### config.mk
export PLATFORM = sky130hd
export DESIGN_NAME = dswp_serial_port
export DESIGN_NICKNAME = d
export VERILOG_FILES = /design/src/design/dswp_serial_port.v /design/src/design/dswp_sync2.v
export VERILOG_INCLUDE_DIRS = /design/src /design/src/design
export SDC_FILE = /design/constraint.sdc
export NUM_CORES = 1
export LEC_CHECK = 0
export BUFFER_PORTS_ARGS = -buffer_cell sky130_fd_sc_hd__buf_4
export CORE_UTILIZATION = 27
export DETAILED_ROUTE_END_ITERATION = 8
export GPL_TIMING_DRIVEN = 0
export PLACE_DENSITY_LB_ADDON = 0.15
export SLEW_MARGIN = 10
export SYNTH_ARGS = -nofsm -noshare
export SYNTH_HDL_FRONTEND = slang
export SYNTH_SLANG_ARGS = --single-unit
### constraint.sdc
create_clock -name ref_clk_in -period 3.1 [get_ports ref_clk_in]
set_clock_uncertainty 0.2 [all_clocks]
set_input_delay 0.31 -clock ref_clk_in [delete_from_list [all_inputs] [get_ports ref_clk_in]]
set_output_delay 0.31 -clock ref_clk_in [all_outputs]
set_load 0.02 [all_outputs]
### src/design/dswp_map.vh
// Constants for the serial write port: word layout, modes, timing
`ifndef DSWP_MAP_VH
`define DSWP_MAP_VH

// ----------------------------------------------------------------
// Word layout
// ----------------------------------------------------------------
`define DSWP_WORD_BITS 16
`define DSWP_CNT_BITS 5
`define DSWP_MODE_HI 13
`define DSWP_MODE_LO 12
`define DSWP_CODE_HI 11
`define DSWP_CODE_LO 2
`define DSWP_CODE_BITS 10

// ----------------------------------------------------------------
// Reset values and modes
// ----------------------------------------------------------------
`define DSWP_CODE_RST 10'h000
`define DSWP_CODE_FULL 10'h3ff
`define DSWP_MODE_NORMAL 2'h0
`define DSWP_MODE_PD_1K 2'h1
`define DSWP_MODE_PD_100K 2'h2
`define DSWP_MODE_PD_TRI 2'h3

// ----------------------------------------------------------------
// Timing
// ----------------------------------------------------------------
`define DSWP_CLK_PERIOD_NS 50
`define DSWP_SEL_HIGH_MIN_NS 33

`endif

### src/design/dswp_serial_port.v
// Serial write port of a 10-bit converter: shift, decode, load
// Notes on behaviour
// - Sixteen-bit input shift register per frame
// - Sample data on shift clock falling edge
// - Low frame select enables shifting
// - Sixteenth falling edge loads code register
// - Early select rise aborts, clears shifter
// - Code is straight binary 000 to 3ff
// - Word: 2 dont-care, 2 mode, 10 code, 2 dont-care
// - Mode bits pick normal or power-down loads
// - Reset clears code; power-down frames still load it
`include "dswp_map.vh"

module dswp_serial_port #(
    parameter WORD_BITS = `DSWP_WORD_BITS
) (
    input wire ref_clk_in,
    input wire srst_in,
    input wire sync_n_in,
    input wire sclk_in,
    input wire din_in,
    output reg [`DSWP_CODE_BITS-1:0] dac_code_out,
    output reg [1:0] mode_out,
    output reg power_down_out,
    output reg pd_1k_out,
    output reg pd_100k_out,
    output reg pd_tristate_out,
    output reg update_out,
    output reg abort_out,
    output reg busy_out
);

    // ----------------------------------------------------------------
    // Pin synchronisers
    // ----------------------------------------------------------------
    wire [2:0] pins_s;
    wire sync_n_s;
    wire sclk_s;
    wire din_s;

    // Select idles high, clock and data low
    dswp_sync2 #(
        .WIDTH(3),
        .RST_VAL(3'h4)
    ) u_sync (
        .ref_clk_in(ref_clk_in),
        .srst_in(srst_in),
        .async_in({sync_n_in, sclk_in, din_in}),
        .sync_out(pins_s)
    );

    assign sync_n_s = pins_s[2];
    assign sclk_s = pins_s[1];
    assign din_s = pins_s[0];

    // ----------------------------------------------------------------
    // Edge detection
    // ----------------------------------------------------------------
    reg sync_n_q;
    reg sclk_q;
    reg din_q;
    wire sclk_fall;
    wire sync_rise;

    always @(posedge ref_clk_in) begin
        if (srst_in) begin
            sync_n_q <= 1'b1;
            sclk_q <= 1'b0;
            din_q <= 1'b0;
        end else begin
            sync_n_q <= sync_n_s;
            sclk_q <= sclk_s;
            din_q <= din_s;
        end
    end

    assign sclk_fall = sclk_q & ~sclk_s;
    // Frames open on the select level, so only its rise is needed
    assign sync_rise = ~sync_n_q & sync_n_s;

    // ----------------------------------------------------------------
    // Frame state machine
    // ----------------------------------------------------------------
    localparam [2:0] ST_IDLE = 3'h1;
    localparam [2:0] ST_SHIFT = 3'h2;
    localparam [2:0] ST_DONE = 3'h4;
    // Counter value seen at the last falling edge of a word
    localparam [31:0] LAST_IDX = WORD_BITS - 1;

    reg [2:0] state_q;
    reg [2:0] state_d;
    reg [WORD_BITS-1:0] shift_q;
    reg [WORD_BITS-1:0] shift_d;
    reg [`DSWP_CNT_BITS-1:0] cnt_q;
    reg [`DSWP_CNT_BITS-1:0] cnt_d;
    reg load_d;
    reg abort_d;
    wire [WORD_BITS-1:0] word_next;
    wire last_bit;

    assign word_next = {shift_q[WORD_BITS-2:0], din_q};
    assign last_bit = (cnt_q == LAST_IDX[`DSWP_CNT_BITS-1:0]);

    always @* begin
        state_d = state_q;
        shift_d = shift_q;
        cnt_d = cnt_q;
        load_d = 1'b0;
        abort_d = 1'b0;
        case (state_q)
            ST_IDLE: begin
                if (~sync_n_s) begin
                    state_d = ST_SHIFT;
                    cnt_d = {`DSWP_CNT_BITS{1'b0}};
                    shift_d = {WORD_BITS{1'b0}};
                end
            end
            ST_SHIFT: begin
                if (sync_rise) begin
                    state_d = ST_IDLE;
                    shift_d = {WORD_BITS{1'b0}};
                    cnt_d = {`DSWP_CNT_BITS{1'b0}};
                    abort_d = 1'b1;
                end else if (sclk_fall) begin
                    shift_d = word_next;
                    cnt_d = cnt_q + 1'b1;
                    if (last_bit) begin
                        load_d = 1'b1;
                        state_d = ST_DONE;
                    end
                end
            end
            ST_DONE: begin
                if (sync_n_s) begin
                    state_d = ST_IDLE;
                end
            end
            default: begin
                state_d = ST_IDLE;
            end
        endcase
    end

    always @(posedge ref_clk_in) begin
        if (srst_in) begin
            state_q <= ST_IDLE;
            shift_q <= {WORD_BITS{1'b0}};
            cnt_q <= {`DSWP_CNT_BITS{1'b0}};
        end else begin
            state_q <= state_d;
            shift_q <= shift_d;
            cnt_q <= cnt_d;
        end
    end

    // ----------------------------------------------------------------
    // Code and mode registers
    // ----------------------------------------------------------------
    // Decode from the word as it completes, so the load is one cycle
    wire [`DSWP_CODE_BITS-1:0] code_field;
    wire [1:0] mode_field;

    assign code_field = word_next[`DSWP_CODE_HI:`DSWP_CODE_LO];
    assign mode_field = {word_next[`DSWP_MODE_HI], word_next[`DSWP_MODE_LO]};

    // ----------------------------------------------------------------
    // Power-down load decode
    // ----------------------------------------------------------------
    // Bit n selects the load of power-down code n+1
    wire [2:0] load_sel;
    genvar gi;

    generate
        for (gi = 0; gi < 3; gi = gi + 1) begin : g_load_sel
            localparam [31:0] SEL_CODE = gi + 1;
            assign load_sel[gi] = (mode_field == SEL_CODE[1:0]);
        end
    endgenerate

    // Load selects move only with the code, so a cut frame keeps them
    always @(posedge ref_clk_in) begin
        if (srst_in) begin
            dac_code_out <= `DSWP_CODE_RST;
            mode_out <= `DSWP_MODE_NORMAL;
            power_down_out <= 1'b0;
            pd_1k_out <= 1'b0;
            pd_100k_out <= 1'b0;
            pd_tristate_out <= 1'b0;
            update_out <= 1'b0;
            abort_out <= 1'b0;
            busy_out <= 1'b0;
        end else begin
            update_out <= load_d;
            abort_out <= abort_d;
            busy_out <= (state_d == ST_SHIFT);
            if (load_d) begin
                dac_code_out <= code_field;
                mode_out <= mode_field;
                power_down_out <= (mode_field != `DSWP_MODE_NORMAL);
                pd_1k_out <= load_sel[0];
                pd_100k_out <= load_sel[1];
                pd_tristate_out <= load_sel[2];
            end
        end
    end

endmodule // dswp_serial_port

### src/design/dswp_sync2.v
// Two-stage synchroniser for a group of pin inputs
module dswp_sync2 #(
    parameter WIDTH = 3,
    parameter [WIDTH-1:0] RST_VAL = {WIDTH{1'b0}}
) (
    input wire ref_clk_in,
    input wire srst_in,
    input wire [WIDTH-1:0] async_in,
    output reg [WIDTH-1:0] sync_out
);

    reg [WIDTH-1:0] meta_q;

    // First stage feeds only the second stage
    always @(posedge ref_clk_in) begin
        if (srst_in) begin
            meta_q <= RST_VAL;
            sync_out <= RST_VAL;
        end else begin
            meta_q <= async_in;
            sync_out <= meta_q;
        end
    end

endmodule // dswp_sync2

# Word-level counts from Yosys, hierarchy flattened
# Cells that the tools add are included.
[word_totals] memories=0 elab_cells=56 ram_bits=0 out_inout_bits=19 in_bits=5 mem_bits_ro=0 ff_bits=49 latch_bits=0
[op_classes] shift=0 mux=19 n_bitwise=5 n_lt_le_gt_ge=0 eq_ne=10 n_reduce_logical=4 n_div=0 n_mul=0 add_sub_neg=1
[ops] op="$mux 13" count=3
[ops] op="$pmux 13 s2" count=1
[ops] op="$mux 3" count=5
[ops] op="$mux 5" count=3
[ops] op="$pmux 5 s2" count=1
[ops] op="$pmux 3 s3" count=1
[ops] op="$eq 3x2->1 const B" count=2
[ops] op="$add 5x1->5 const B" count=1
[ops] op="$eq 5x4->1 const B" count=1
[ops] op="$mux 1" count=5
[ops] op="$eq 2x2->1 const B" count=2
[ops] op="$reduce_bool 2->1" count=2
[ops] op="$eq 3x1->1 const B" count=1
[ops] op="$eq 3x3->1 const B" count=1
[ops] op="$ne 3x3->1 const B" count=1
[ops] op="$not 1->1" count=3
[ops] op="$reduce_and 3->1" count=1
[ops] op="$and 1x1->1" count=2
[ops] op="$eq 2x1->1 const B" count=1
[ops] op="$ne 2x2->1 const B" count=1
[ops] op="$reduce_or 2->1" count=1

# Logic depth before layout (Yosys ltp)
[logic_depth] depth_word=6 depth_mapped=9 mapped_depth_nobuf=7

# By module
# A second synthesis with hierarchy kept.
[hier_totals] cells_unflattened=210 hier_area_um2=1894.3
[by_module_without_submodules] mod="dswp_serial_port" area_each_um2=1736.7 cells_each=198 instances=1
[by_module_without_submodules] mod="dswp_sync2" area_each_um2=157.7 cells_each=12 instances=1

# Worst setup path before layout
# No wires, ideal clock.
[synth_path] path_type="register to register" from="register cnt_q[0]" to="register mode_out[1]" path_stages_with_launch=10 setup_time_ns=0.128 path_buffers=2 slack_ns=1.098 arrival_ns=1.675 cell_sequence="dfxtp_1 ha_1 and3_1 ha_1 nand3b_1 nor4_4 buf_6 buf_8 mux2i_1 nor2_1"
[synth_via] elab_chain_len=5
[synth_lines] item="start: declaration" line_no="dswp_serial_port.v:94" source="reg [`DSWP_CNT_BITS-1:0] cnt_q;"
[synth_lines] item="start signal: assignment" line_no="dswp_serial_port.v:148" source="cnt_q <= {`DSWP_CNT_BITS{1'b0}};"
[synth_lines] item="start signal: assignment" line_no="dswp_serial_port.v:152" source="cnt_q <= cnt_d;"
[synth_lines] item="$eq 5x4->1" line_no="dswp_serial_port.v:102" source="assign last_bit = (cnt_q == LAST_IDX[`DSWP_CNT_BITS-1:0]);"
[synth_lines] item="$mux 1" line_no="dswp_serial_port.v:127" source="if (last_bit) begin"
[synth_lines] item="$mux 1" line_no="dswp_serial_port.v:124" source="end else if (sclk_fall) begin"
[synth_lines] item="$mux 1" line_no="dswp_serial_port.v:119" source="if (sync_rise) begin"
[synth_lines] item="$mux 1" line_no="dswp_serial_port.v:110" source="case (state_q)"
[synth_lines] item="end signal: assignment" line_no="dswp_serial_port.v:184" source="mode_out <= `DSWP_MODE_NORMAL;"
[synth_lines] item="end signal: assignment" line_no="dswp_serial_port.v:198" source="mode_out <= mode_field;"
[synth_lines] item="end: declaration" line_no="dswp_serial_port.v:23" source="output reg [1:0] mode_out,"
# Every way passes these cells.
# A chain may end at the register's enable or synchronous reset.

# Worst setup path in the final report
[layout_path] from="register cnt_q[1]" to="register dac_code_out[7]"
[layout_via] elab_chain_len=5
[layout_lines] item="$eq 5x4->1" line_no="dswp_serial_port.v:102"
[layout_lines] item="$mux 1" line_no="dswp_serial_port.v:127"
[layout_lines] item="$mux 1" line_no="dswp_serial_port.v:124"
[layout_lines] item="$mux 1" line_no="dswp_serial_port.v:119"
[layout_lines] item="$mux 1" line_no="dswp_serial_port.v:110"
[layout_lines] item="end signal: assignment" line_no="dswp_serial_port.v:183" source="dac_code_out <= `DSWP_CODE_RST;"
[layout_lines] item="end signal: assignment" line_no="dswp_serial_port.v:197" source="dac_code_out <= code_field;"
[layout_lines] item="end: declaration" line_no="dswp_serial_port.v:22" source="output reg [`DSWP_CODE_BITS-1:0] dac_code_out,"
# Every way passes these cells.

==> impl_metrics.ini <==
[run_status]
outcome = complete, no violations

[timing]
finalSetupViolCount = 0
tightest_slew_ns = 0.5264
slew_viol_final = 0
period_share_pct = 75.66
fin_crit_ns = 2.346
fmax_mhz = 426.3
relSlewSlack_pct = 64.58
tns_ns = 0
hold_viol_final = 0
rsz0062_at_grt = no

[layout]
fillers = 756
layout.nets = 239
design_area_um2 = 2347
layout-drive-gt1-share_pct = 21.03
antenna_cells = 0
syn_to_final_growth_pct = 19.64
seqCellArea_um2 = 980.9
multiInputGateArea_um2 = 880.8
fin_util_pct = 33.99

[global_routing]
grt_max_degree = 15
grt_usage_pct = 12.01
overflow = 0
antenna_found_initial = 0
grt_pass1_wl_um = 6982
grt_pass1_vias = 1440

[floorplanning]
num_io_pins = 24
rows = 30
initial_core_util_pct = 28.41
dieArea_um2 = 7611
die-width_um = 87.24
core_um2 = 6907
die_h_um = 87.24

[power_and_ir_drop]
pwr-share-seq_pct = 61.4
power_density_nw_per_um2 = 442.5
combPwrFrac_pct = 3.4
leakagePower_nw = 0.7878
p_switching_mw = 0.2341
p_clk_share_pct = 35.2
p_sw_share_pct = 22.54
p_int_mw = 0.8046
ir_worst_vdd_mv = 0.1987

[clock_network]
insertion_delay_ns = 0.30
post_cts_buffers = 0
cts-root-buf = clkbuf_8
htreeDepth = 2
cts_buffer_depth = 2
cts_tree = built
numCtsBuffers = 5
cts_sinks = 49
path_clk_slew_ns = 0.09

[logic_synthesis]
synth.top_cell.area_share_pct = 50.00
syn_nets = 208
synth_cells = 201
synth_area_per_cell_um2 = 9.761
synthSimpleGateAreaFrac_pct = 21.24
synth_edf_count = 0
synth-xor-area-share_pct = 0
synth_area_leaders = dfxtp_1, o2111ai_1, mux2i_1, a21oi_1, nand3_1
synth_compound_area_share_pct = 16.26
synth_commonest_cells = dfxtp_1, a21oi_1, nand3_1, nor2_1, o2111ai_1
synth_warnings = 0
synthAdderAreaFrac_pct = 1.276
synth_cell_type_count = 33
synth_area_um2 = 1962
synth_most_common_cell = dfxtp_1
synth_ff_type = dfxtp_1
synthMuxAreaShare_pct = 6.122
synth-seq-cells = 49
async_flop_share_pct = 0
synth.largest_area_cell = dfxtp_1
synth_top_family_by_area = simple AND/OR/NAND/NOR gates
synth-seq-area-share_pct = 50.00

[drt]
num_vias = 1562
drcViolationCount = 0
dr.pass1.iters = 4
routed_via_density = 4.748
routed_wl_um = 4253
wl_per_cell_um = 12.93
ant_nets = 0
drt_iter0_drc = 60

[critical_path]
setup.worst_path.start_class = flop
required_ns = 3.09
crit_arrival_ns = 2.33
cp-end-kind = flop
crit_fanout = 10
crit_type = reg2reg

[placement]
place.port_buffers = 23
place_hpwl_um = 2911
gp_congestion = 0.7333
dpl_cell_area_um2 = 2255

[run]
max_cap_viol_count = 0

[min_path]
hold_path.class = in2reg
per-layer routing:
layer	part of all wire (%)	track usage (%)
met1	50	16.31
met2	44	18.47
met3	3.7	2.559
met4	1.5	4.918
met5	0	0
kinds of logic (layout without fill, tap and decap cells):
group	Yosys count	count (layout)
multiplexers	12	12
adder cells (fa/ha/maj)	2	2
AO/OA/AOI/OAI	48	48
buffers and inverters	18	50
flip-flops	49	49
AND/OR/NAND/NOR	72	72
sequential cells by signal, summed over array words and instances, names as in the netlist:
signal and flops:
shift_q 13, busy_out 1, power_down_out 1, abort_out 1, sync_n_q 1, cnt_q 5, dac_code_out 10, pd_100k_out 1
pd_tristate_out 1, state_q 3, u_sync.sync_out 3, update_out 1, mode_out 2, pd_1k_out 1, din_q 1, u_sync.meta_q 3
sclk_q 1
path summary, 6_finish.rpt:
check | from | end | slack [ns] | cells after the start
hold / removal | sclk_in | u_sync.meta_q[1]$_SDFF_PP0_ | 0.02 | 2
setup reg to reg | cnt_q[1]$_SDFFE_PP0P_ | dac_code_out[7]$_SDFFE_PP0P_ | 0.75 | 9
setup / recovery | cnt_q[1]$_SDFFE_PP0P_ | dac_code_out[7]$_SDFFE_PP0P_ | 0.75 | 9
hold reg to reg | u_sync.meta_q[2]$_SDFF_PP1_ | u_sync.sync_out[2]$_SDFF_PP1_ | 0.22 | 1
power by group through the flow:
stage	clock network, mW	registers (mW)	logic (mW)
finish	0.365	0.638	0.0357
global route	0.405	0.639	0.0396
CTS	0.387	0.638	0.0363
detailed placement	0	0.653	0.0352
global placement	0	0.653	0.0354
floorplan	0	0.652	0.0223
cells in the final DEF, fill, tap and decap left out, types with 2 or more instances in the layout:
cell,count
buf_4,23
nand2_1,3
a31oi_1,2
a21oi_1,22
nand3_1,21
clkbuf_1,8
mux2i_1,12
nand2b_1,4
inv_1,2
clkinv_2,2
ha_1,2
clkbuf_8,5
nor3_1,5
nand2b_2,2
nor2_1,16
nor4_1,2
o21ai_0,4
a211o_1,3
dfxtp_1,49
o2111ai_1,14
or2_2,3
buf_6,2
buf_2,5
nand3b_1,3
nor2b_1,7
final cells by class:
type / count / area share, %
Inverter: 2 / 0.3198
Sequential cell: 49 / 41.79
Timing Repair Buffer: 24 / 7.783
Multi-Input combinational cell: 134 / 37.53
Tap cell: 96 / 5.117
Clock inverter: 2 / 0.4264
Clock buffer: 6 / 3.092
Buffer: 16 / 3.945
through the flow:
step / total power, mW / cells / worst slack, ns / hold WS [ns]
6_report: 1.039 / 329 / 0.7545 / 0.01501
5_1_grt: 1.083 / 329 / 0.6100 / 0.02764
4_1_cts: 1.061 / 329 / 0.7262 / 0.01219
3_5_place_dp: 0.6880 / 320 / 0.7523 / 0.1979
3_3_place_gp: 0.6881 / 320 / 0.7444 / 0.2021
2_1_floorplan: 0.6746 / 201 / 1.098 / 0.1895
worst max-delay path, stage by stage, from the launching register on:
cell,delay [ns]
dfxtp_1,0.37
ha_1,0.21
and3_1,0.19
ha_1,0.16
nand3b_1,0.25
nor4_4,0.23
buf_6,0.21
buf_8,0.16
mux2i_1,0.18
nor2_1,0.05
what timing repair did:
action                    CTS  global route
gates resized for setup     0             0
hold endpoints to repair    1             0
hold buffers                1             0
Note: power is estimated with default switching activity, not from simulation.
